## src/aop_defines.svh

```systemverilog
`ifndef AOP_DEFINES_SVH
`define AOP_DEFINES_SVH

// ********************
// Register map
// ********************
`define AOP_OFF_CTRL 12'h000
`define AOP_OFF_STATUS 12'h004
`define AOP_OFF_RESULT 12'h008
`define AOP_OFF_CODED 12'h00c

// ********************
// Control field positions
// ********************
`define AOP_CTRL_BYTE_ORDER 0
`define AOP_CTRL_CODING 1
`define AOP_CTRL_PORT_TYPE 2
`define AOP_CTRL_CLK_SRC 3
`define AOP_CTRL_RD_TIMING 4
`define AOP_CTRL_W 5
`define AOP_CTRL_RESET 5'h02

// ********************
// Status field positions
// ********************
`define AOP_ST_DIV_LO 0
`define AOP_ST_BUSY 2
`define AOP_ST_SERIAL 3
`define AOP_ST_MASTER 4
`define AOP_ST_RAC 5
`define AOP_ST_DURING 6
`define AOP_ST_VALID 7

// ********************
// Serial clock timing
// ********************
`define AOP_CLK_NS 10
`define AOP_SCLK_MIN_NS_0 25
`define AOP_SCLK_MIN_NS_1 50
`define AOP_SCLK_MIN_NS_2 100
`define AOP_SCLK_MIN_NS_3 200
`define AOP_NS2CYC(ns) (((ns) + `AOP_CLK_NS - 1) / `AOP_CLK_NS)

`endif

```

## src/aop_pkg.sv

```systemverilog
package aop_pkg;

  // Static port selects, as software sets them
  typedef struct packed {
    logic read_timing;
    logic clock_source;
    logic port_type;
    logic coding;
    logic byte_order;
  } aop_ctrl_t;

  // One pin of the data bus: drive value and enable
  typedef struct packed {
    logic o;
    logic oe;
  } aop_pin_t;

  // Shifter states, Gray along idle -> shift -> idle
  typedef enum logic [1:0] {
    AOP_IDLE = 2'b00,
    AOP_SHIFT = 2'b01
  } aop_state_t;

endpackage

```

## src/aop_shifter.sv

```systemverilog
`timescale 1ns/1ps
`default_nettype none
`include "aop_defines.svh"

module aop_shifter #(
  parameter int WIDTH = 16,
  parameter int CNT_W = 8
) (
  // Clock and reset
  input wire logic clk_i,
  input wire logic rst_n_i,
  // Control
  input wire logic start_i,
  input wire logic [WIDTH-1:0] word_i,
  input wire logic ext_clk_i,
  input wire logic sclk_ext_i,
  input wire logic [CNT_W-1:0] period_i,
  // Serial side
  output logic busy_o,
  output logic sclk_o,
  output logic sdo_o
);

  localparam int BIT_W = $clog2(WIDTH + 1);

  aop_pkg::aop_state_t state_q, state_d;
  logic [WIDTH-1:0] sh_q, sh_d;
  logic [CNT_W-1:0] cnt_q, cnt_d;
  logic [BIT_W-1:0] bits_q, bits_d;
  logic sclk_q, sclk_d;
  logic ext_prev_q, ext_prev_d;
  logic step;

  // ********************
  // Next state
  // ********************
  always_comb begin
    state_d = state_q;
    sh_d = sh_q;
    cnt_d = cnt_q;
    bits_d = bits_q;
    sclk_d = 1'b0;
    ext_prev_d = sclk_ext_i;
    step = 1'b0;
    case (state_q)
      aop_pkg::AOP_IDLE: begin
        if (start_i) begin
          state_d = aop_pkg::AOP_SHIFT;
          sh_d = word_i;
          cnt_d = '0;
          bits_d = '0;
        end
      end
      aop_pkg::AOP_SHIFT: begin
        if (ext_clk_i) begin
          // Host clock: next bit after its falling edge
          step = ext_prev_q & ~sclk_ext_i;
        end else begin
          // Low half then high half of each bit period
          sclk_d = (cnt_q >= (period_i >> 1));
          step = (cnt_q == period_i - 1'b1);
          cnt_d = step ? '0 : cnt_q + 1'b1;
        end
        if (step) begin
          sh_d = {sh_q[WIDTH-2:0], 1'b0};
          bits_d = bits_q + 1'b1;
          if (bits_q == BIT_W'(WIDTH - 1)) begin
            state_d = aop_pkg::AOP_IDLE;
          end
        end
      end
      default: begin
        state_d = aop_pkg::AOP_IDLE;
      end
    endcase
  end

  always_ff @(posedge clk_i) begin
    if (!rst_n_i) begin
      state_q <= aop_pkg::AOP_IDLE;
      sh_q <= '0;
      cnt_q <= '0;
      bits_q <= '0;
      sclk_q <= 1'b0;
      ext_prev_q <= 1'b0;
    end else begin
      state_q <= state_d;
      sh_q <= sh_d;
      cnt_q <= cnt_d;
      bits_q <= bits_d;
      sclk_q <= sclk_d;
      ext_prev_q <= ext_prev_d;
    end
  end

  assign busy_o = (state_q == aop_pkg::AOP_SHIFT);
  assign sclk_o = sclk_q;
  assign sdo_o = sh_q[WIDTH-1];

endmodule
`default_nettype wire

```

## src/aop_port.sv

```systemverilog
`timescale 1ns/1ps
`default_nettype none
`include "aop_defines.svh"

// Contract
// - Byte order low puts the low result byte on lines 7..0 and the high on 15..8; high swaps.
// - Coding high gives straight binary; coding low inverts the top bit for two's complement.
// - Port type low enables the parallel bus; high enables serial mode reusing bus pins.
// - Bus bits 0 and 1 float in serial mode and carry result bits 0 and 1 in parallel mode.
// - In parallel mode bus pins 2 and 3 carry result bits 2 and 3.
// - Pins 2 and 3 are serial clock divider inputs only in serial master read-after-convert.
// - In every other serial mode pins 2 and 3 float and are not used as divider inputs.
// - In parallel mode bus pin 4 carries result bit 4.
// - In serial mode clock source low drives the internal clock out; high follows a host clock.
// - With the internal clock, read timing high shifts during conversion; low waits for the end.
// - Divider codes 00, 01, 10, 11 set the least serial clock period to 25, 50, 100, 200 ns.

module aop_port #(
  parameter int WIDTH = 16,
  parameter int CNT_W = 8
) (
  // Clock and reset
  input wire logic clk_i,
  input wire logic rst_n_i,
  // APB slave
  input wire logic psel,
  input wire logic penable,
  input wire logic pwrite,
  input wire logic [11:0] paddr,
  input wire logic [31:0] pwdata,
  output logic [31:0] prdata,
  output logic pready,
  output logic pslverr,
  // Converter core
  input wire logic conv_start_i,
  input wire logic conv_done_i,
  input wire logic [WIDTH-1:0] result_i,
  // Data bus pins
  input wire logic [WIDTH-1:0] bus_i,
  output logic [WIDTH-1:0] bus_o,
  output logic [WIDTH-1:0] bus_oe_o,
  // Serial pins
  input wire logic sclk_i,
  output logic sclk_o,
  output logic sclk_oe_o,
  output logic serial_result_out_o,
  output logic serial_result_out_oe_o
);

  localparam logic [CNT_W-1:0] PER0 = CNT_W'(`AOP_NS2CYC(`AOP_SCLK_MIN_NS_0));
  localparam logic [CNT_W-1:0] PER1 = CNT_W'(`AOP_NS2CYC(`AOP_SCLK_MIN_NS_1));
  localparam logic [CNT_W-1:0] PER2 = CNT_W'(`AOP_NS2CYC(`AOP_SCLK_MIN_NS_2));
  localparam logic [CNT_W-1:0] PER3 = CNT_W'(`AOP_NS2CYC(`AOP_SCLK_MIN_NS_3));
  localparam int HB = WIDTH / 2;

  // ********************
  // Declarations
  // ********************
  aop_pkg::aop_ctrl_t ctrl_q, ctrl_d;
  logic [31:0] rdata_q, rdata_d;
  logic slverr_q, slverr_d;
  logic [WIDTH-1:0] raw_q, raw_d;
  logic valid_q, valid_d;
  logic [WIDTH-1:0] coded;
  logic [WIDTH-1:0] placed;
  logic [WIDTH-1:0] out_q, out_d;
  logic [WIDTH-1:0] oe_q, oe_d;
  logic [1:0] div_q, div_d;
  logic [CNT_W-1:0] per_q, per_d;
  logic sclk_oe_q, sclk_oe_d;
  logic sdo_oe_q, sdo_oe_d;
  logic serial;
  logic master;
  logic rac;
  logic during;
  logic start;
  logic [WIDTH-1:0] start_word;
  logic busy;
  logic int_sclk;
  logic sdo;
  logic setup;
  logic access;
  logic [31:0] status;

  // ********************
  // Mode decode
  // ********************
  assign serial = ctrl_q.port_type;
  assign master = serial & ~ctrl_q.clock_source;
  assign rac = master & ~ctrl_q.read_timing;
  assign during = master & ctrl_q.read_timing;

  // ********************
  // Result formatting
  // ********************
  // Coding first, so the inverted bit follows the high byte when swapped
  always_comb begin
    coded = raw_q;
    coded[WIDTH-1] = raw_q[WIDTH-1] ^ ~ctrl_q.coding;
    if (ctrl_q.byte_order) begin
      placed = {coded[HB-1:0], coded[WIDTH-1:HB]};
    end else begin
      placed = coded;
    end
  end

  always_comb begin
    raw_d = raw_q;
    valid_d = valid_q;
    if (conv_done_i) begin
      raw_d = result_i;
      valid_d = 1'b1;
    end
  end

  always_ff @(posedge clk_i) begin
    if (!rst_n_i) begin
      raw_q <= '0;
      valid_q <= 1'b0;
    end else begin
      raw_q <= raw_d;
      valid_q <= valid_d;
    end
  end

  // ********************
  // Bus pins
  // ********************
  // All bus pins float in serial mode and drive the placed word in parallel mode
  always_comb begin
    out_d = placed;
    if (serial) begin
      oe_d = '0;
    end else begin
      oe_d = '1;
    end
  end

  always_ff @(posedge clk_i) begin
    if (!rst_n_i) begin
      out_q <= '0;
      oe_q <= '0;
    end else begin
      out_q <= out_d;
      oe_q <= oe_d;
    end
  end

  assign bus_o = out_q;
  assign bus_oe_o = oe_q;

  // ********************
  // Serial clock divider
  // ********************
  // Divider pins are only looked at in read-after-convert; otherwise last code holds
  always_comb begin
    div_d = div_q;
    if (rac) begin
      div_d = bus_i[3:2];
    end
    case (div_q)
      2'b00: per_d = PER0;
      2'b01: per_d = PER1;
      2'b10: per_d = PER2;
      default: per_d = PER3;
    endcase
    if (!rac) begin
      per_d = PER0;
    end
  end

  always_ff @(posedge clk_i) begin
    if (!rst_n_i) begin
      div_q <= 2'b00;
      per_q <= PER0;
    end else begin
      div_q <= div_d;
      per_q <= per_d;
    end
  end

  // ********************
  // Serial start
  // ********************
  // During conversion the previous word goes out; after it, the fresh one
  always_comb begin
    start = 1'b0;
    start_word = coded;
    if (serial && !busy) begin
      if (during) begin
        start = conv_start_i & valid_q;
      end else begin
        start = conv_done_i;
        start_word = result_i;
        start_word[WIDTH-1] = result_i[WIDTH-1] ^ ~ctrl_q.coding;
      end
    end
  end

  aop_shifter #(
    .WIDTH(WIDTH),
    .CNT_W(CNT_W)
  ) u_shifter (
    .clk_i(clk_i),
    .rst_n_i(rst_n_i),
    .start_i(start),
    .word_i(start_word),
    .ext_clk_i(ctrl_q.clock_source),
    .sclk_ext_i(sclk_i),
    .period_i(per_q),
    .busy_o(busy),
    .sclk_o(int_sclk),
    .sdo_o(sdo)
  );

  always_comb begin
    sclk_oe_d = master;
    sdo_oe_d = serial;
  end

  always_ff @(posedge clk_i) begin
    if (!rst_n_i) begin
      sclk_oe_q <= 1'b0;
      sdo_oe_q <= 1'b0;
    end else begin
      sclk_oe_q <= sclk_oe_d;
      sdo_oe_q <= sdo_oe_d;
    end
  end

  assign sclk_o = int_sclk;
  assign sclk_oe_o = sclk_oe_q;
  assign serial_result_out_o = sdo;
  assign serial_result_out_oe_o = sdo_oe_q;

  // ********************
  // APB slave
  // ********************
  // Read data is caught in the setup cycle so the access needs no wait
  assign setup = psel & ~penable;
  assign access = psel & penable;

  always_comb begin
    status = '0;
    status[`AOP_ST_DIV_LO +: 2] = div_q;
    status[`AOP_ST_BUSY] = busy;
    status[`AOP_ST_SERIAL] = serial;
    status[`AOP_ST_MASTER] = master;
    status[`AOP_ST_RAC] = rac;
    status[`AOP_ST_DURING] = during;
    status[`AOP_ST_VALID] = valid_q;
  end

  always_comb begin
    ctrl_d = ctrl_q;
    rdata_d = rdata_q;
    slverr_d = slverr_q;
    if (setup) begin
      rdata_d = '0;
      slverr_d = 1'b0;
      if (paddr == `AOP_OFF_CTRL) begin
        rdata_d[`AOP_CTRL_W-1:0] = ctrl_q;
      end else if (paddr == `AOP_OFF_STATUS) begin
        rdata_d = status;
        slverr_d = pwrite;
      end else if (paddr == `AOP_OFF_RESULT) begin
        rdata_d[WIDTH-1:0] = placed;
        slverr_d = pwrite;
      end else if (paddr == `AOP_OFF_CODED) begin
        rdata_d[WIDTH-1:0] = coded;
        slverr_d = pwrite;
      end else begin
        slverr_d = 1'b1;
      end
    end
    if (access && pwrite && paddr == `AOP_OFF_CTRL) begin
      ctrl_d = pwdata[`AOP_CTRL_W-1:0];
    end
  end

  always_ff @(posedge clk_i) begin
    if (!rst_n_i) begin
      ctrl_q <= `AOP_CTRL_RESET;
      rdata_q <= '0;
      slverr_q <= 1'b0;
    end else begin
      ctrl_q <= ctrl_d;
      rdata_q <= rdata_d;
      slverr_q <= slverr_d;
    end
  end

  assign prdata = rdata_q;
  assign pready = access;
  assign pslverr = access & slverr_q;

endmodule
`default_nettype wire

```

## config.mk

```make
export PLATFORM = sky130hd
export DESIGN_NAME = aop_port
export DESIGN_NICKNAME = d
export VERILOG_FILES = /design/src/aop_pkg.sv /design/src/aop_shifter.sv /design/src/aop_port.sv
export VERILOG_INCLUDE_DIRS = /design/src
export SDC_FILE = /design/constraint.sdc
export NUM_CORES = 1
export LEC_CHECK = 0
export BUFFER_PORTS_ARGS = -buffer_cell sky130_fd_sc_hd__buf_2
export CORE_UTILIZATION = 35
export DETAILED_ROUTE_END_ITERATION = 10
export SETUP_SLACK_MARGIN = 0.4
export SLEW_MARGIN = 20
export SYNTH_ARGS = -nofsm -noshare
export SYNTH_HDL_FRONTEND = slang
export SYNTH_HIERARCHICAL = 1
export SYNTH_SLANG_ARGS = --single-unit
export TNS_END_PERCENT = 5
```

## constraint.sdc

```tcl
create_clock -name clk_i -period 2.6 [get_ports clk_i]
set_input_delay 0.26 -clock clk_i [delete_from_list [all_inputs] [get_ports clk_i]]
set_output_delay 0.26 -clock clk_i [all_outputs]
set_load 0.01 [all_outputs]
```

# Word-level counts from Yosys, hierarchy flattened
# Index checks and enable logic that the tools add are counted.
[op_classes] add_sub_neg=3 magnitude_cmp=1 eq_ne=12 n_mux=32 n_bitwise=17 reduce_logical=13
[op_table] operator="16-bit 2-to-1 mux" count=9
[op_table] operator="16-bit one-hot mux with 2 select lines" count=1
[op_table] operator="12-bit by 4-bit equality test with 1-bit output, second input constant" count=2
[op_table] operator="8-bit 2-to-1 mux" count=3
[op_table] operator="8-bit one-hot mux with 2 select lines" count=1
[op_table] operator="5-bit 2-to-1 mux" count=3
[op_table] operator="5-bit one-hot mux with 3 select lines" count=1
[op_table] operator="12-bit by 3-bit equality test with 1-bit output, second input constant" count=1
[op_table] operator="12-bit logical NOT" count=1
[op_table] operator="11-bit 2-to-1 mux" count=1
[op_table] operator="5-bit one-hot mux with 2 select lines" count=1
[op_table] operator="3-bit AND reduction" count=3
[op_table] operator="8-bit by 1-bit adder with 8-bit output, second input constant" count=1
[op_table] operator="1-bit AND" count=8
[op_table] operator="8-bit equality test" count=1
[op_table] operator="8-bit by 7-bit >= comparator with 1-bit output" count=1
[op_table] operator="1-bit 2-to-1 mux" count=8
[op_table] operator="8-bit by 1-bit subtractor with 8-bit output, second input constant" count=1
[op_table] operator="1-bit NOT" count=7
[op_table] operator="2-bit 2-to-1 mux" count=3
[op_table] operator="5-bit by 1-bit adder with 5-bit output, second input constant" count=1
[op_table] operator="5-bit by 4-bit equality test with 1-bit output, second input constant" count=1
[op_table] operator="2-bit by 1-bit equality test with 1-bit output, second input constant" count=2
[op_table] operator="2-bit logical NOT" count=2
[op_table] operator="10 further kinds" count=15
[word_totals] regBits=132 word_cells=99

# Logic depth before layout (Yosys ltp)
[logic_depth] ltp_word=7 mapped_depth=12 depth_no_buf=9

# By module
# The synthesis kept the hierarchy.
[by_module_without_submodules] mod="aop_port" n_inst=1 cells_per_inst=331 area_per_inst_um2=3099.2 seq_area_each_um2=1301.2
[by_module_without_submodules] mod="aop_shifter" n_inst=1 cells_per_inst=292 area_per_inst_um2=2423.6 seq_area_each_um2=640.6

# Least setup slack after synthesis
# Ideal clock, no wire load.
[synth_path] path_kind="input -> register" startpoint="input port conv_done_i" endpoint="register u_shifter.sh_q[0]" setup_time_ps=115 arrival_time_ps=2247 required_time_ps=2485 setup_slack_ps=238 cell_stages=9 n_path_buf=4 cell_sequence="buf_2 -> buf_2 -> o21ai_0 -> a21oi_1 -> clkbuf_1 -> clkbuf_1 -> mux2i_1 -> nor2_1 -> o21a_1"
[synth_via] elab_chain_len=4
[synth_lines] item="start, declared" line="aop_port.sv:36" rtl="input wire logic conv_done_i,"
[synth_lines] item="1-bit 2-to-1 mux" line="aop_port.sv:190" rtl="if (during) begin"
[synth_lines] item="1-bit 2-to-1 mux" line="aop_port.sv:189" rtl="if (serial && !busy) begin"
[synth_lines] item="via start" line="aop_port.sv:76" rtl="logic start;"
[synth_lines] item="2-bit inequality test (no line)"
[synth_lines] item="3-bit AND reduction (no line)"
[synth_lines] item="end signal, assigned" line="aop_shifter.sv:81" rtl="sh_q <= '0;"
[synth_lines] item="end signal, assigned" line="aop_shifter.sv:88" rtl="sh_q <= sh_d;"
[synth_lines] item="end, declared" line="aop_shifter.sv:27" rtl="logic [WIDTH-1:0] sh_q, sh_d;"
# The timed path passes the listed nets, and every way through them passes these cells.
# A chain may end at the register's enable or synchronous reset.

# Worst setup path after layout
[layout_path] startpoint="register per_q[0]" endpoint="register u_shifter.bits_q[0]"
[layout_via] elab_chain_len=6
[layout_lines] item="start, declared" line="aop_port.sv:69" rtl="logic [CNT_W-1:0] per_q, per_d;"
[layout_lines] item="start signal, assigned" line="aop_port.sv:178" rtl="per_q <= per_d;"
[layout_lines] item="8-bit by 1-bit subtractor with 8-bit output" line="aop_shifter.sv:61" rtl="step = (cnt_q == period_i - 1'b1);"
[layout_lines] item="8-bit equality test" line="aop_shifter.sv:61"
[layout_lines] item="1-bit 2-to-1 mux" line="aop_shifter.sv:55" rtl="if (ext_clk_i) begin"
[layout_lines] item="1-bit 2-to-1 mux" line="aop_shifter.sv:45" rtl="case (state_q)"
[layout_lines] item="2-bit by 1-bit inequality test with 1-bit output (no line)"
[layout_lines] item="3-bit AND reduction (no line)"
[layout_lines] item="end signal, assigned" line="aop_shifter.sv:90" rtl="bits_q <= bits_d;"
[layout_lines] item="end, declared" line="aop_shifter.sv:29" rtl="logic [BIT_W-1:0] bits_q, bits_d;"
# No other way between the ends. The select of a mux whose other input is x is not followed.

==> flow_summary.yaml <==
synthesis:
  synth-edff-count: 0
  yosys_register_bits: 97
  synth.distinct_cells: 63
  yosysSeqAreaShare_pct: 35.2
  synth_ff_type: "dfxtp_1"
  async_reset_ff_share_pct: 0
  postSynthCellCount: 623
  netlist_area_um2: 5520
  ys.warnings.count: 6
  synth.avg_cell_area_um2: 8.86
setup_path:
  worst_ep_arrival_time_ps: 2370
  ff2ff_setup_slack_ps: 480
  reg2reg_to: "u_shifter/bits_q[0]"
  required_ps: 2850
  cpPeakStageDelay_ps: 380
  start_kind: "flop"
  cp_slowest_cell: "dfxtp_4"
  crit_path_end_kind: "flop"
  crit_type: "reg -> reg"
  r2r_cells: 10
  reg2reg_from: "per_q[0]"
  cp_max_fo: 8
  cp_cell_sequence: "inv_2 > ha_4 > buf_4 > xnor2_1 > o211ai_1 > o41ai_2 > and4_4 > buf_12 > buf_16 > o311ai_1"
floorplan:
  coreArea_um2: 15300
  die_y_um: 128
  fp.dieArea_um2: 16300
  start_util_pct: 36.1
  num_rows: 45
  io_pins: 154
  die_w_um: 128
routing:
  vias: 4770
  drtAntennaViolNets: 0
  viasPerCell: 5.17
  dr.first_iter.drc_count: 271
  drtPass1Iterations: 4
  drt-total-wl_mm: 14.1
  drc: 0
  wl_per_cell_um: 15.3
timing:
  setup_violations: 0
  hold_violations: 0
  whs_ps: 144
  fin_crit_sh_pct: 81.5
  relSlewSlack_pct: 64.8
  fin_crit_ps: 2120
  fin_setup_tns_ps: 0
  tightest_slew_ps: 529
  fmax_mhz: 472
  slew_violations: 0
  final.setup_skew_ps: 10.7
  rsz0062_at_grt: "yes"
finish:
  antenna_cells: 0
  final_cell_area_um2: 6580
  final_nets: 802
  drive_gt1_share_pct: 26.5
  area_growth_pct: 19.2
global_routing:
  antenna_found_initial: 0
  grt_max_degree: 60
  first_global_vias: 4427
  grt_util_all_layers_pct: 17.1
  grt-ovfl-total: 0
  grt_pass1_wl_mm: 21.9
pwr:
  switchingPower_mw: 0.800
  pwr-share-clk_pct: 44.1
  p_leak_nw: 2.64
  powerDensity_nw_per_um2: 487
  switching_share_pct: 25.0
  pwr-share-comb_pct: 7.7
  p_int_mw: 2.40
  finalPower_mw: 3.20
  irDropWorstVdd_v: 0.000345
  pwr-share-seq_pct: 48.2
min_path:
  hold_depth: 2
  hold_path_end: "u_shifter/ext_prev_q"
  hold_path_class: "in -> reg"
  min_from: "sclk_i"
placement:
  hpwl_mm: 9.97
  place.gp.congestion: 0.794
  placedInstanceArea_um2: 6050
  port-buffer-count: 96
flow_run:
  cap_violations: 0
cts:
  h-tree-depth: 3
  insertion_delay_ps: 360
  cts.clk_slew.worst_paths_ps: 60
  cts_root_buffer: "clkbuf_16"
  cts-buffers-inserted: 9
  cts_sinks: 97
  clock_path_buffers: 2
  cts_tree: "yes"
status:
  status: "completed"
layout make-up:
type / instances / area [µm²]
Inverter: 21 / 78.8
Fill cell: 1521 / 8730
Clock buffer: 10 / 239
Timing Repair Buffer: 117 / 731
Tap cell: 211 / 264
Multi-Input combinational cell: 461 / 3240
Sequential cell: 97 / 1950
Clock inverter: 6 / 75.1
timing repair:
action,in CTS,in global routing
gates cloned,1,2
setup buffers,0,6
hold buffers,0,0
resized for setup,6,14
pin swaps,2,7
endpoints found under the setup margin,29,29
how the worst max path moves through the flow:
stage,to,depth (start not counted),start,slack (ps)
6_report,u_shifter/bits_q[0],10,per_q[0],480
5_1_grt,u_shifter/sh_q[13],10,per_q[0],360
4_1_cts,u_shifter/sh_q[13],10,per_q[0],330
3_5_place_dp,u_shifter/sh_q[9],10,per_q[0],230
3_3_place_gp,u_shifter/sh_q[0],10,per_q[0],320
2_1_floorplan,u_shifter/sh_q[10],11,per_q[0],440
state kept, by name (all words and copies together), names as in the netlist, 2 cells and up:
name,flops
u_shifter/sh_q,16
u_shifter/cnt_q,8
u_shifter/bits_q,5
per_q,5
bus_o,16
div_q,2
prdata,16
raw_q,16
ctrl_q,4
cells in the mapped netlist, types with 11 or more instances:
master / n / area (µm²)
dfxtp_1: 97 / 1940
nor2_1: 62 / 233
mux2i_1: 46 / 460
buf_4: 35 / 263
nand2b_1: 33 / 206
o21ai_0: 31 / 155
nand2_1: 27 / 101
clkbuf_1: 22 / 82.6
inv_1: 21 / 78.8
mux2_2: 18 / 203
a21oi_1: 17 / 85.1
o21a_1: 17 / 128
nand3_1: 16 / 80.1
a211oi_2: 14 / 175
nor3_1: 14 / 70.1
o221ai_1: 14 / 123
a31oi_1: 11 / 68.8
ha_1: 11 / 138
xnor2_1: 11 / 96.3
worst max-delay path, delay by kind of cell (launching register included):
family | cells | cell delay, ps
compound gates | 3 | 630
xor+xnor | 1 | 120
fa+ha+maj | 1 | 160
buf+inv | 4 | 480
flops | 1 | 380
simple gates | 1 | 260
layer usage:
metal  up-vias  GRT usage [%]  wire (µm)
met1      2338           22.2       6640
met5         -              0          0
met4         0           5.88        182
met2        72           28.5       6860
met3        12           3.02        459
li1       2348              -          -
placed cells by master, fill, tap and decap left out, types with 11 or more instances in the layout:
cell type,Yosys,layout
a31oi_1,11,11
mux2_2,18,18
o221ai_1,14,14
a21oi_1,17,16
nor3_1,14,14
buf_2,6,96
dfxtp_1,97,94
conb_1,1,26
xnor2_1,11,11
nor2_1,62,62
inv_1,21,19
nand2_1,27,26
o21a_1,17,17
nand3_1,16,15
a211oi_2,14,15
mux2i_1,46,46
nand2b_1,33,33
o21ai_0,31,31
clkbuf_16,0,11
buf_4,35,15
logic make-up (layout without fill, tap and decap cells):
logic type	after synthesis	count (layout)	synth area share, %
AO/OA/AOI/OAI	146	146	19.4
flip-flops	97	97	35.2
buffers and inverters	90	154	9.04
multiplexers	64	64	12.0
adder cells (fa/ha/maj)	11	11	2.49
other	1	26	0.0679
AND/OR/NAND/NOR	199	199	19.5
XOR/XNOR	15	15	2.38
power groups by stage:
stage | combinational [mW] | sequential (mW) | clock, mW
floorplan | 0.178 | 1.57 | 0
global placement | 0.240 | 1.58 | 0
detailed placement | 0.243 | 1.58 | 0
CTS | 0.244 | 1.55 | 1.44
global route | 0.271 | 1.55 | 1.50
finish | 0.248 | 1.54 | 1.41
through the flow:
step | util (%) | cells | setup slack (ps)
after detailed placement | 39.5 | 898 | 228
final | 43.0 | 923 | 481
after floorplan | - | 648 | 443
after global routing | 43.0 | 923 | 357
after global placement | 39.5 | 898 | 317
after CTS | 41.8 | 915 | 329
Note: power is estimated with default switching activity, not from simulation.
